===== config.mk =====
export PLATFORM = sky130hd
export DESIGN_NAME = rfcs_regs
export DESIGN_NICKNAME = d
export VERILOG_FILES = /design/src/rfcs_pin_sync.v /design/src/rfcs_regs.v
export VERILOG_INCLUDE_DIRS = /design/src
export SDC_FILE = /design/constraint.sdc
export NUM_CORES = 1
export LEC_CHECK = 0
export BUFFER_PORTS_ARGS = -buffer_cell sky130_fd_sc_hd__buf_4
export CAP_MARGIN = 15
export CORE_ASPECT_RATIO = 0.5
export CORE_MARGIN = 2
export CORE_UTILIZATION = 53
export DETAILED_ROUTE_END_ITERATION = 8
export PLACE_DENSITY = 0.84
export SYNTH_ARGS = -nofsm -noshare
export SYNTH_HDL_FRONTEND = slang
export SYNTH_HIERARCHICAL = 1
export SYNTH_SLANG_ARGS = --single-unit

===== constraint.sdc =====
create_clock -name clk_sys_i -period 2.7 [get_ports clk_sys_i]
set_input_delay 0.675 -clock clk_sys_i [delete_from_list [all_inputs] [get_ports clk_sys_i]]
set_output_delay 0.675 -clock clk_sys_i [all_outputs]
set_load 0.01 [all_outputs]

===== src/rfcs_defs.vh =====
// Register map, field positions and reset values of the RF frontend control/status bank
`ifndef RFCS_DEFS_VH
`define RFCS_DEFS_VH

// ----------------------------------------
// Register offsets
// ----------------------------------------
`define RFCS_ADDR_W 16
`define RFCS_OFF_TXCLK 16'h0021
`define RFCS_OFF_RXCTL 16'h0022
`define RFCS_OFF_FDCTL 16'h0023
`define RFCS_OFF_STAT 16'h0024

// ----------------------------------------
// Writable masks and reset values
// ----------------------------------------
`define RFCS_TXCLK_MASK 32'h0004_3FFF
`define RFCS_RXCTL_MASK 32'h0000_00FF
`define RFCS_FDCTL_MASK 32'h0000_7FFF
`define RFCS_TXCLK_RST 32'h0000_0000
`define RFCS_RXCTL_RST 32'h0000_0000
`define RFCS_FDCTL_RST 32'h0000_0000

// ----------------------------------------
// Transmit clock control fields
// ----------------------------------------
`define RFCS_TX_LM_EN_BIT 18
`define RFCS_TX_PHASE_LSB 11
`define RFCS_TX_OVMODE_LSB 8
`define RFCS_TX_D2INV_R_BIT 7
`define RFCS_TX_D2INV_C_BIT 6
`define RFCS_TX_D1INV_R_BIT 5
`define RFCS_TX_D1INV_C_BIT 4
`define RFCS_TX_RDMODE_LSB 1
`define RFCS_TX_DPLL_BIT 0

// ----------------------------------------
// Receiver control fields
// ----------------------------------------
`define RFCS_RX_MILLER_LSB 6
`define RFCS_RX_MIXER_LSB 4
`define RFCS_HIGHPASS_CORNER_SELECT_LSB 2
`define RFCS_RX_GAIN_LSB 0
`define RFCS_MIX_READER 2'h1
`define RFCS_MIX_CARD 2'h2

// ----------------------------------------
// Field detector control fields
// ----------------------------------------
`define RFCS_FD_PD_BIT 14
`define RFCS_FD_SRC_LSB 12
`define RFCS_FD_NFLVL_LSB 8
`define RFCS_FD_UREF_LSB 4
`define RFCS_FD_LREF_LSB 0
`define RFCS_SRC_NEAR 2'h0
`define RFCS_SRC_LEVEL 2'h1
`define RFCS_SRC_BOTH 2'h2
`define RFCS_SRC_FORCE 2'h3

// ----------------------------------------
// Status fields
// ----------------------------------------
`define RFCS_ST_PARAM_BIT 8
`define RFCS_ST_SYNTAX_BIT 7
`define RFCS_ST_SEMANT_BIT 6
`define RFCS_ST_STBY_BIT 5

`endif


===== src/rfcs_pin_sync.v =====
// Three-stage synchroniser with agreement filter for asynchronous pin levels
`timescale 1ns/1ps

module rfcs_pin_sync
#(
    parameter W = 2
)
(
    input wire clk_sys_i, // System clock
    input wire rst_i, // Synchronous reset, active high
    input wire [W-1:0] pin_i, // Asynchronous levels
    output reg [W-1:0] level_o // Filtered levels
);

reg [W-1:0] s1_r;
reg [W-1:0] s2_r;
reg [W-1:0] s3_r;

// ----------------------------------------
// Sync chain; stage one feeds stage two only
// ----------------------------------------
always @(posedge clk_sys_i)
begin
    if (rst_i)
    begin
        s1_r <= {W{1'b0}};
        s2_r <= {W{1'b0}};
        s3_r <= {W{1'b0}};
        level_o <= {W{1'b0}};
    end
    else
    begin
        s1_r <= pin_i;
        s2_r <= s1_r;
        s3_r <= s2_r;
        // Per bit: change accepted once stages two and three agree
        level_o <= (s2_r & s3_r) | (level_o & (s2_r | s3_r));
    end
end

endmodule // rfcs_pin_sync


===== src/rfcs_regs.v =====
// RF frontend control and status register bank with decoded analog controls
//
// Strobed register access was chosen for this implementation.
`timescale 1ns/1ps
`include "rfcs_defs.vh"

module rfcs_regs
(
    input wire clk_sys_i, // System clock, 25 MHz
    input wire rst_i, // Synchronous reset, active high
    input wire [15:0] addr_i, // Register address
    input wire [31:0] wdata_i, // Write data
    input wire wr_i, // Write strobe
    input wire rd_i, // Read strobe
    output reg [31:0] rdata_o, // Read data, cycle after strobe
    input wire param_err_i, // Host link parameter error pulse
    input wire syntax_err_i, // Host link syntax error pulse
    input wire semantic_err_i, // Host link semantic error pulse
    input wire err_clear_i, // Clear host link error flags
    input wire standby_req_i, // Standby entry request pulse
    input wire nearfield_det_i, // Near-field detector pin, async
    input wire level_det_i, // RF level detector pin, async
    input wire overshoot_guard_i, // Overshoot/undershoot guard active
    input wire card_mode_i, // 1 card mode, 0 reader mode
    output reg card_load_mod_enable_o, // Active load modulation in use
    output reg [2:0] load_mod_clock_phase_o, // Phase in 45-degree steps
    output reg [2:0] tx_clock_mode_o, // Transmit clock mode in effect
    output reg driver1_invert_o, // Driver 1 uses inverted carrier
    output reg driver2_invert_o, // Driver 2 uses inverted carrier
    output reg digital_pll_enable_o, // Digital PLL enable
    output reg [1:0] miller_demod_reference_o, // Miller reference level
    output reg reader_mixer_en_o, // Reader mode mixer powered
    output reg card_mixer_en_o, // Card mode mixer powered
    output reg [3:0] highpass_corner_onehot_o, // 45/85/150/250 kHz
    output reg [3:0] baseband_gain_onehot_o, // 33/40/50/57 dB
    output reg nearfield_detector_powerdown_o, // Near-field detector off
    output reg [3:0] nearfield_detect_level_o, // Near-field level
    output reg [3:0] level_detector_upper_ref_o, // Level detector upper ref
    output reg [3:0] level_detector_lower_ref_o, // Level detector lower ref
    output reg field_present_o, // RF field present indication
    output reg standby_grant_o // Standby entry granted pulse
);

// ----------------------------------------
// Helpers
// ----------------------------------------
function [3:0] rfcs_onehot4;
    input [1:0] sel;
    begin
        rfcs_onehot4 = 4'h1 << sel;
    end
endfunction

function [1:0] rfcs_fld2;
    input [31:0] word;
    input integer lsb;
    begin
        rfcs_fld2 = word[lsb +: 2];
    end
endfunction

// ----------------------------------------
// Storage
// ----------------------------------------
reg [31:0] txclk_r;
reg [31:0] rxctl_r;
reg [31:0] fdctl_r;
reg param_err_r;
reg syntax_err_r;
reg semantic_err_r;
reg stby_block_r;
reg [31:0] rdata_nxt;
reg field_nxt;
reg [1:0] mix_sel;
reg [1:0] src_sel;
reg [31:0] txclk_nxt;
reg [31:0] rxctl_nxt;
reg [31:0] fdctl_nxt;
reg [2:0] tx_mode_nxt;
reg drv1_inv_nxt;
reg drv2_inv_nxt;
wire [1:0] det_sync;
wire near_sync;
wire level_sync;

// ----------------------------------------
// Detector pin synchronisers
// ----------------------------------------
rfcs_pin_sync #(.W(2)) u_det_sync
(
    .clk_sys_i (clk_sys_i),
    .rst_i (rst_i),
    .pin_i ({level_det_i, nearfield_det_i}),
    .level_o (det_sync)
);

// Powered-down detector cannot indicate a field
assign near_sync = det_sync[0] & ~fdctl_r[`RFCS_FD_PD_BIT];
assign level_sync = det_sync[1];

// ----------------------------------------
// Register write decode
// ----------------------------------------
// Masking on the way in keeps reserved bits zero, so reads need no mask
always @*
begin
    txclk_nxt = txclk_r;
    rxctl_nxt = rxctl_r;
    fdctl_nxt = fdctl_r;
    if (wr_i)
    begin
        case (addr_i)
            `RFCS_OFF_TXCLK: txclk_nxt = wdata_i & `RFCS_TXCLK_MASK;
            `RFCS_OFF_RXCTL: rxctl_nxt = wdata_i & `RFCS_RXCTL_MASK;
            `RFCS_OFF_FDCTL: fdctl_nxt = wdata_i & `RFCS_FDCTL_MASK;
            // Status word is read-only; its writes land here
            default:
            begin
            end
        endcase
    end
end

// ----------------------------------------
// Register storage
// ----------------------------------------
always @(posedge clk_sys_i)
begin
    if (rst_i)
    begin
        txclk_r <= `RFCS_TXCLK_RST;
        rxctl_r <= `RFCS_RXCTL_RST;
        fdctl_r <= `RFCS_FDCTL_RST;
    end
    else
    begin
        txclk_r <= txclk_nxt;
        rxctl_r <= rxctl_nxt;
        fdctl_r <= fdctl_nxt;
    end
end

// ----------------------------------------
// Host link error flags: set wins over clear
// ----------------------------------------
// A clear that meets a fresh error must not lose that error
always @(posedge clk_sys_i)
begin
    if (rst_i)
    begin
        param_err_r <= 1'b0;
        syntax_err_r <= 1'b0;
        semantic_err_r <= 1'b0;
    end
    else
    begin
        param_err_r <= param_err_i | (param_err_r & ~err_clear_i);
        syntax_err_r <= syntax_err_i | (syntax_err_r & ~err_clear_i);
        semantic_err_r <= semantic_err_i | (semantic_err_r & ~err_clear_i);
    end
end

// ----------------------------------------
// Standby request arbitration
// ----------------------------------------
always @(posedge clk_sys_i)
begin
    if (rst_i)
    begin
        stby_block_r <= 1'b0;
        standby_grant_o <= 1'b0;
    end
    else
    begin
        // Each request refreshes the flag: refused sets it, granted clears it
        if (standby_req_i)
        begin
            stby_block_r <= level_sync;
        end
        standby_grant_o <= standby_req_i & ~level_sync;
    end
end

// ----------------------------------------
// Read path
// ----------------------------------------
always @*
begin
    rdata_nxt = 32'h0000_0000;
    case (addr_i)
        `RFCS_OFF_TXCLK: rdata_nxt = txclk_r;
        `RFCS_OFF_RXCTL: rdata_nxt = rxctl_r;
        `RFCS_OFF_FDCTL: rdata_nxt = fdctl_r;
        `RFCS_OFF_STAT:
        begin
            rdata_nxt[`RFCS_ST_PARAM_BIT] = param_err_r;
            rdata_nxt[`RFCS_ST_SYNTAX_BIT] = syntax_err_r;
            rdata_nxt[`RFCS_ST_SEMANT_BIT] = semantic_err_r;
            rdata_nxt[`RFCS_ST_STBY_BIT] = stby_block_r;
        end
        default: rdata_nxt = 32'h0000_0000;
    endcase
end

// Unmapped reads and idle cycles answer zero
always @(posedge clk_sys_i)
begin
    if (rst_i)
    begin
        rdata_o <= 32'h0000_0000;
    end
    else
    begin
        rdata_o <= rd_i ? rdata_nxt : 32'h0000_0000;
    end
end

// ----------------------------------------
// Field-present selection
// ----------------------------------------
always @*
begin
    src_sel = rfcs_fld2(fdctl_r, `RFCS_FD_SRC_LSB);
    case (src_sel)
        `RFCS_SRC_NEAR: field_nxt = near_sync;
        `RFCS_SRC_LEVEL: field_nxt = level_sync;
        `RFCS_SRC_BOTH: field_nxt = near_sync | level_sync;
        `RFCS_SRC_FORCE: field_nxt = 1'b1;
        default: field_nxt = 1'b0;
    endcase
end

// ----------------------------------------
// Mode-dependent selections
// ----------------------------------------
always @*
begin
    // Guard mode stands in for the normal mode only while the guard is on
    if (overshoot_guard_i)
    begin
        tx_mode_nxt = txclk_r[`RFCS_TX_OVMODE_LSB +: 3];
    end
    else
    begin
        tx_mode_nxt = txclk_r[`RFCS_TX_RDMODE_LSB +: 3];
    end
    if (card_mode_i)
    begin
        drv1_inv_nxt = txclk_r[`RFCS_TX_D1INV_C_BIT];
        drv2_inv_nxt = txclk_r[`RFCS_TX_D2INV_C_BIT];
    end
    else
    begin
        drv1_inv_nxt = txclk_r[`RFCS_TX_D1INV_R_BIT];
        drv2_inv_nxt = txclk_r[`RFCS_TX_D2INV_R_BIT];
    end
    mix_sel = rfcs_fld2(rxctl_r, `RFCS_RX_MIXER_LSB);
end

// ----------------------------------------
// Transmit clock outputs
// ----------------------------------------
always @(posedge clk_sys_i)
begin
    if (rst_i)
    begin
        card_load_mod_enable_o <= 1'b0;
        load_mod_clock_phase_o <= 3'h0;
        tx_clock_mode_o <= 3'h0;
        driver1_invert_o <= 1'b0;
        driver2_invert_o <= 1'b0;
        digital_pll_enable_o <= 1'b0;
    end
    else
    begin
        // Load modulation only makes sense while in card mode
        card_load_mod_enable_o <= txclk_r[`RFCS_TX_LM_EN_BIT] & card_mode_i;
        load_mod_clock_phase_o <= txclk_r[`RFCS_TX_PHASE_LSB +: 3];
        tx_clock_mode_o <= tx_mode_nxt;
        driver1_invert_o <= drv1_inv_nxt;
        driver2_invert_o <= drv2_inv_nxt;
        digital_pll_enable_o <= txclk_r[`RFCS_TX_DPLL_BIT];
    end
end

// ----------------------------------------
// Receiver outputs
// ----------------------------------------
always @(posedge clk_sys_i)
begin
    if (rst_i)
    begin
        miller_demod_reference_o <= 2'h0;
        reader_mixer_en_o <= 1'b0;
        card_mixer_en_o <= 1'b0;
        // Zero codes select the first corner and the first gain step
        highpass_corner_onehot_o <= 4'h1;
        baseband_gain_onehot_o <= 4'h1;
    end
    else
    begin
        miller_demod_reference_o <= rfcs_fld2(rxctl_r, `RFCS_RX_MILLER_LSB);
        // Codes 00 and 11 leave both mixers powered down
        reader_mixer_en_o <= (mix_sel == `RFCS_MIX_READER);
        card_mixer_en_o <= (mix_sel == `RFCS_MIX_CARD);
        highpass_corner_onehot_o <= rfcs_onehot4(rfcs_fld2(rxctl_r, `RFCS_HIGHPASS_CORNER_SELECT_LSB));
        baseband_gain_onehot_o <= rfcs_onehot4(rfcs_fld2(rxctl_r, `RFCS_RX_GAIN_LSB));
    end
end

// ----------------------------------------
// Field detector outputs
// ----------------------------------------
always @(posedge clk_sys_i)
begin
    if (rst_i)
    begin
        nearfield_detector_powerdown_o <= 1'b0;
        nearfield_detect_level_o <= 4'h0;
        level_detector_upper_ref_o <= 4'h0;
        level_detector_lower_ref_o <= 4'h0;
        field_present_o <= 1'b0;
    end
    else
    begin
        nearfield_detector_powerdown_o <= fdctl_r[`RFCS_FD_PD_BIT];
        nearfield_detect_level_o <= fdctl_r[`RFCS_FD_NFLVL_LSB +: 4];
        // Bits 7:4 carry the higher of the two references
        level_detector_upper_ref_o <= fdctl_r[`RFCS_FD_UREF_LSB +: 4];
        level_detector_lower_ref_o <= fdctl_r[`RFCS_FD_LREF_LSB +: 4];
        field_present_o <= field_nxt;
    end
end

endmodule // rfcs_regs


==> metrics.md, run 1 <==
| Metric | Value |
|---|---|
| Vias in the first global route | `2788` |
| Total CTS buffers | `9` |
| R2r setup slk | `1760 ps` |
| Max stage delay on crit path | `500 ps` |
| Post-synthesis async set-or-reset flop share | `0%` |
| Final Hold Fails | `0` |
| Max-slew violations | `0` |
| Post-synth EDFFs | `0` |
| Sequential area share after synthesis | `55.4%` |
| Hold/Removal Path Class | `flop to flop` |
| Synth-to-layout area growth | `27.9%` |
| Avg WL per Cell | `14.9 µm` |
| Clock sinks | `103` |
| Clock skew | `4.61 ps` |
| Postcts setup bufs | `0` |
| # hold bufs at CTS | `0` |
| Most frequent cells in the layout | `dfxtp_1 (103), buf_4 (102), a21oi_1 (46)` |
| WL final | `8390 µm` |
| Routability cong. | `0.792` |
| Static Leak | `1.89 nW` |
| First-pass GRT wire length | `13400 µm` |
| Clk slew on worst S/H paths | `60 ps` |
| Top_reg_cell synth | `dfxtp_1` |
| Initial core utilization | `55.1%` |
| RR Endpoint | `rdata_o[3]` |
| FF-to-FF Start | `rxctl_r[3]` |
| Total core area | `6750 µm²` |
| Number of port buffers | `97` |
| # setup viols final | `0` |
| Layout Nets | `527` |
| CP top delay family | `simple AND/OR/NAND/NOR gates` |
| FF-to-FF path depth | `2` |
| DP Area | `4440 µm²` |
| Worst Max-Slew Pin Slew | `742 ps` |
| Fin crit share | `72.9%` |
| CTS tree | `built` |
| Worst Path Max Fanout | `9` |
| Antenna Cells | `0` |
| Worst path buffer plus inverter count | `2` |
| Die extent in y | `63.3 µm` |
| Slew HR | `50.1%` |
| Ports | `130` |
| Overall Power | `0.00305 W` |
| CP Depth | `6` |
| GRT Util Overall | `22.3%` |
| Syn avg cell area | `9.80 µm²` |
| Worst path most repeated cell | `buf_4` |
| Netlist cell types | `35` |
| Arr. time, crit path | `2230 ps` |
| Post-Layout Cell Count | `563` |
| Commonest non-fill, non-tap cell in the layout | `dfxtp_1` |
| Htree depth | `3` |
| DR vias | `3078` |
| Clock Latency Late Sink | `340 ps` |
| Fin crit period | `1970 ps` |
| WS Path Type | `input pin to flop` |
| Pre-antenna DRT Iters | `5` |
| Synth Warn # | `6` |
| Placed cells | `547` |
| Worst setup SP type | `input pin` |
| RSZ-0062 raised after global routing | `no` |
| Post-Syn Instances | `380` |
| Critical Path Start | `addr_i[9]` |
| Design area | `4760 µm²` |
| DRC viols | `0` |
| Post-route ant nets | `0` |
| Critical-path top delay cell | `and4_1` |
| Post-Route Setup TNS | `0 ps` |
| Die W | `123 µm` |
| Yosys reg bits | `103` |
| Proportion of layout cells with a drive suffix above 1 | `26.3%` |
| Max frequency | `508 MHz` |
| Worst Setup EP | `rdata_o[6]` |
| Cell area after synthesis | `3720 µm²` |
| Post-DP HPWL | `5450 µm` |
| Max_cap viols | `0` |
| Die Area | `7750 µm²` |
| CTS resizes | `0` |
| DRT iter0 DRCs | `279` |
| Largest net degree at the start of global routing | `74` |
| Vias per cell | `5.47` |
| CP Data Required Time | `2960 ps` |
| Critical path, cell by cell | `buf_4, nor4_4, and4_1, buf_4, a22oi_1, a21oi_1` |
| Total gr overflow | `0` |
| Status | `finished, final reports clean` |
| P per Cell Area | `641 nW/µm²` |
| Placement Rows | `21` |
| Initial antenna violation count | `0` |
| Clk buf depth | `2` |
| CTS root buf | `clkbuf_16` |
| Worst VDD drop | `0.000411 V` |
| CP Capture Type | `flop` |
[power by group]
group	internal, W	total, W	switching [W]
clock	0.000862	0.00138	0.000522
combinational	0.0000591	0.000136	0.0000770
sequential	0.00153	0.00153	0.00000369
total	0.00245	0.00305	0.000603
[logic make-up after synthesis]
kind of cell / Yosys count / synth area share (%)
and+or+nand+nor: 114 / 18.6
other: 1 / 0.101
buffers and inverters: 47 / 7.39
DFF: 103 / 55.4
AOI/OAI and AO/OA: 109 / 16.9
muxes: 6 / 1.61
[area by class of cell]
| type | instances | area, µm² |
|---|---|---|
| inverters | 3 | 11.3 |
| clock buffers | 13 | 260 |
| multi-input cells | 245 | 1440 |
| well taps | 92 | 115 |
| flip-flops and latches | 103 | 2060 |
| repair buffers | 104 | 806 |
| fillers | 541 | 1990 |
| clock inverters | 3 | 65.1 |
[worst min path at each step]
stage                                  start                  to  slack (ps)  depth (start not counted)
after floorplan           u_det_sync/s1_r[0]  u_det_sync/s2_r[0]         410                          1
after global placement    u_det_sync/s1_r[1]  u_det_sync/s2_r[1]         420                          1
after detailed placement  u_det_sync/s1_r[0]  u_det_sync/s2_r[0]         440                          1
after CTS                 u_det_sync/s1_r[0]  u_det_sync/s2_r[0]         450                          1
after global routing      u_det_sync/s1_r[0]  u_det_sync/s2_r[0]         470                          1
final                     u_det_sync/s1_r[0]  u_det_sync/s2_r[0]         450                          1
[worst reg2reg max path: stages, from the launching register on]
cell      delay, ps
dfxtp_1         350
a222oi_1        350
nor2_1           90
[per-stage QoR]
stage	hold slack, ps	setup WS [ps]	util (%)
final	448	731	70.5
after detailed placement	436	452	65.7
after global routing	465	658	70.5
after floorplan	414	870	-
after global placement	417	440	65.7
after CTS	450	783	70.5
[Yosys cell counts (3+ instances only)]
cell      count  share of area, %
buf_4        21               4.2
nand3_1      38               5.1
nor2_1       22               2.2
o21ai_0      36               4.8
a222oi_1      6               1.6
dfxtp_1     103                55
mux2i_1       6               1.6
nor3b_1       7               1.4
and3b_1       3              0.71
nor2b_1      24               4.0
and4_1        3              0.71
buf_2         4              0.54
inv_1         3              0.30
nand4_1       3              0.50
a21oi_1      46               6.2
clkbuf_1     17               1.7
nor4b_1       3              0.71
o21ai_1       4              0.54
a22oi_1      11               2.2
[metal layers]
metal | GRT usage [%] | share of wire (%) | vias to the layer above
li1 | - | - | 1492
met1 | 28.4 | 42 | 1448
met2 | 36.0 | 49 | 124
met3 | 5.98 | 6.9 | 14
met4 | 9.20 | 1.6 | 0
met5 | 0 | 0 | -
[sequential cells by signal, indices dropped and copies added, names as in the netlist, 2 cells and up]
register,count
baseband_gain_onehot_o,4
fdctl_r,15
highpass_corner_onehot_o,4
level_detector_lower_ref_o,4
level_detector_upper_ref_o,4
load_mod_clock_phase_o,3
miller_demod_reference_o,2
nearfield_detect_level_o,4
rdata_o,16
rxctl_r,8
tx_clock_mode_o,3
txclk_r,15
u_det_sync/level_o,2
u_det_sync/s1_r,2
u_det_sync/s2_r,2
u_det_sync/s3_r,2
No activity file was read; power rests on OpenSTA's default activity.
==> run 2, diff against run 1 <==
--- a/config.mk
+++ b/config.mk
@@ -6,13 +6,14 @@
 export SDC_FILE = /design/constraint.sdc
 export NUM_CORES = 1
 export LEC_CHECK = 0
+export ABC_AREA = 1
 export BUFFER_PORTS_ARGS = -buffer_cell sky130_fd_sc_hd__buf_4
 export CAP_MARGIN = 15
 export CORE_ASPECT_RATIO = 0.5
 export CORE_MARGIN = 2
-export CORE_UTILIZATION = 53
+export CORE_UTILIZATION = 46
 export DETAILED_ROUTE_END_ITERATION = 8
-export PLACE_DENSITY = 0.84
+export PLACE_DENSITY = 0.76
 export SYNTH_ARGS = -nofsm -noshare
 export SYNTH_HDL_FRONTEND = slang
 export SYNTH_HIERARCHICAL = 1
==> constraint.sdc (replaced) <==
create_clock -name clk_sys_i -period 1.8 [get_ports clk_sys_i]
set_input_delay 0.45 -clock clk_sys_i [delete_from_list [all_inputs] [get_ports clk_sys_i]]
set_output_delay 0.45 -clock clk_sys_i [all_outputs]
set_load 0.01 [all_outputs]
==> run 2 against run 1 <==
Net effect: setup slack got worse by 350 ps; clock power increased by 24%; synthesized cell count increased by 44%; critical endpoint is now fdctl_r[6].
==> metrics.md, run 2 <==
| Metric | Value |
|---|---|
| Multi-input gate area | `1570 µm² (+8.9%)` |
| Worst setup margin | `382 ps (-349 ps)` |
| Post-Route Setup TNS | `0 ps (unchanged)` |
| # hold bufs at CTS | `0 (unchanged)` |
| Synth Warn # | `6 (unchanged)` |
| # setup viols final | `0 (unchanged)` |
| CP Capture Type | `flop` |
| Worst VDD drop | `0.000450 V (+9.5%)` |
| Clock skew | `3.84 ps (-0.775 ps)` |
| Sequential area share after synthesis | `49.8% (-5.6 points)` |
| Worst Path Max Fanout | `14 (+5)` |
| Post-route ant nets | `0 (unchanged)` |
| Largest register FFs | `16 (unchanged)` |
| Min-delay src | `level_det_i` |
| Most frequent cells in the layout | `buf_4 (108), dfxtp_1 (103), nor2_1 (98)` |
| Number of port buffers | `97 (unchanged)` |
| WS Path Type | `input pin to flop` |
| R2r setup slk | `950 ps (-810 ps)` |
| Static Leak | `2.55 nW (+35%)` |
| FF+latch area | `2060 µm² (unchanged)` |
| Total gr overflow | `0 (unchanged)` |
| Max-slew violations | `0 (unchanged)` |
| Vias in the first global route | `3293 (+18%)` |
| FF-to-FF Start | `fdctl_r[12]` |
| Post-Layout Cell Count | `771 (+37%)` |
| Netlist cell types | `27 (-23%)` |
| Clock Latency Late Sink | `340 ps (about the same)` |
| P per Cell Area | `814 nW/µm² (+27%)` |
| RSZ-0062 raised after global routing | `no` |
| Final Hold Fails | `0 (unchanged)` |
| Clk buf depth | `2 (unchanged)` |
| DR vias | `3489 (+13%)` |
| WL final | `9130 µm (+8.9%)` |
| Syn avg cell area | `7.55 µm² (-23%)` |
| Top cells by area in the synthesized netlist | `dfxtp_1 (50%), nor2_1 (8.9%), nand2_1 (8.5%)` |
| Htree depth | `3 (unchanged)` |
| Top_reg_cell synth | `dfxtp_1` |
| Ports | `130 (unchanged)` |
| FF-to-FF path depth | `3 (+1)` |
| Die extent in y | `71.1 µm (+12%)` |
| Placement Rows | `24 (+14%)` |
| Clock sinks | `103 (unchanged)` |
| Commonest non-fill, non-tap cell in the layout | `buf_4` |
| Routability cong. | `0.835 (+5.4%)` |
| Post-synth EDFFs | `0 (unchanged)` |
| Avg WL per Cell | `11.8 µm (-20%)` |
| Yosys top cell area share | `49.8% (-5.6 points)` |
| Postcts setup bufs | `0 (unchanged)` |
| Post-Route Utilization | `59.8% (-11 points)` |
| Vias per cell | `4.53 (-17%)` |
| Most flop-heavy register | `rdata_o` |
| DRC viols | `0 (unchanged)` |
| Worst setup SP type | `input pin` |
| Hold Path Sink | `u_det_sync/s1_r[1]` |
| Die W | `138 µm (+13%)` |
| Largest regs | `rdata_o: 16 flops, fdctl_r: 15 flops, txclk_r: 15 flops` |
| Hold depth | `3 (+2)` |
| First-pass GRT wire length | `14900 µm (+11%)` |
| Leading area contributor after synthesis | `dfxtp_1` |
| Max_cap viols | `0 (unchanged)` |
| Post-DP HPWL | `6530 µm (+20%)` |
| CP Data Required Time | `2070 ps (-890 ps)` |
| Layout Nets | `713 (+35%)` |
| Count leader, synth | `dfxtp_1` |
| Initial core utilization | `47.5% (-7.6 points)` |
| Placed cells | `758 (+39%)` |
| Status | `finished, final reports clean` |
| Initial antenna violation count | `0 (unchanged)` |
| Arr. time, crit path | `1690 ps (-540 ps)` |
| RR Endpoint | `field_present_o` |
| Top post-synthesis cells by count | `dfxtp_1 (103), nor2_1 (98), nand2_1 (94)` |
| Proportion of layout cells with a drive suffix above 1 | `26.3% (-0.027 points)` |
| GRT Util Overall | `19.4% (-3.0 points)` |
| Hold/Removal Path Class | `input pin to flop` |
| CTS resizes | `0 (unchanged)` |
| Total CTS buffers | `9 (unchanged)` |
| Fin crit share | `78.8%` |
| Fin crit period | `1420 ps` |
| Cell area after synthesis | `4140 µm² (+11%)` |
| Pre-antenna DRT Iters | `5 (unchanged)` |
| Largest net degree at the start of global routing | `37 (-50%)` |
| Place WS | `27.9 ps (-425 ps)` |
| Max frequency | `705 MHz` |
| Synth-to-layout area growth | `25.8%` |
| Clk slew on worst S/H paths | `60 ps (about the same)` |
| CTS tree | `built` |
| Antenna Cells | `0 (unchanged)` |
| Yosys reg bits | `103 (unchanged)` |
| Post-synthesis async set-or-reset flop share | `0% (unchanged)` |
| DRT iter0 DRCs | `260 (-6.8%)` |
| Post-Syn Instances | `548 (+44%)` |
| Die Area | `9820 µm² (+27%)` |
| Total core area | `8710 µm² (+29%)` |
| CTS root buf | `clkbuf_16` |
| FILL cells | `805 (+49%)` |
-- run 2: layout make-up --
class                           instances  share of cell area [%]
Sequential cell                       103                    39.6
Multi-Input combinational cell        334                    30.2
Timing Repair Buffer                  108                    15.6
Inverter                               96                    6.99
Clock buffer                           12                    4.73
Tap cell                              117                    2.81
Clock inverter                          1                   0.144
-- run 2: power by group --
part,switching [W],total [W],internal (W),leakage (nW)
Clock,0.000762,0.00171,0.000952,0.121
Combinational,0.000122,0.000220,0.0000977,1.60
Sequential,0.00000826,0.00230,0.00230,0.832
-- run 2: worst max-delay path by stage --
stage                    start          to  slack (ps)  depth (start not counted)
floorplan           addr_i[15]  fdctl_r[4]         270                          9
global placement    addr_i[15]  rxctl_r[4]          80                         10
detailed placement  addr_i[15]  fdctl_r[6]          30                          8
CTS                 addr_i[15]  fdctl_r[6]         390                          8
global route         addr_i[9]  rdata_o[7]         230                          9
finish              addr_i[15]  fdctl_r[6]         380                          8
-- run 2: critical path: stages --
cell and delay [ps]:
buf_4 110, nor2_1 110, nand2_2 100, nor2_8 210, nand2_4 110, nor2_4 330
o21ai_0 140, nor2_1 120
-- run 2: logic make-up (layout without fill, tap and decap cells) --
| kind of cell | after synthesis | count (layout) | synth area share, % |
|---|---|---|---|
| buffers and inverters | 126 | 217 | 13.6 |
| DFF | 103 | 103 | 49.8 |
| AOI/OAI and AO/OA | 50 | 50 | 6.17 |
| other | 1 | 16 | 0.0906 |
| and+or+nand+nor | 268 | 268 | 30.4 |
-- run 2: stage by stage --
step,total power (W),hold WS (ps),instance area (µm²)
2_1_floorplan,0.00248,388,4200
3_3_place_gp,0.00257,389,4950
3_5_place_dp,0.00257,393,4950
4_1_cts,0.00428,297,5210
5_1_grt,0.00440,301,5210
6_report,0.00424,306,5210
-- run 2: layer usage --
layer	part of all wire, %	GRT usage (%)
met1	45	24.2
met2	45	32.1
met3	7.7	6.30
met4	1.6	6.69
met5	0	0
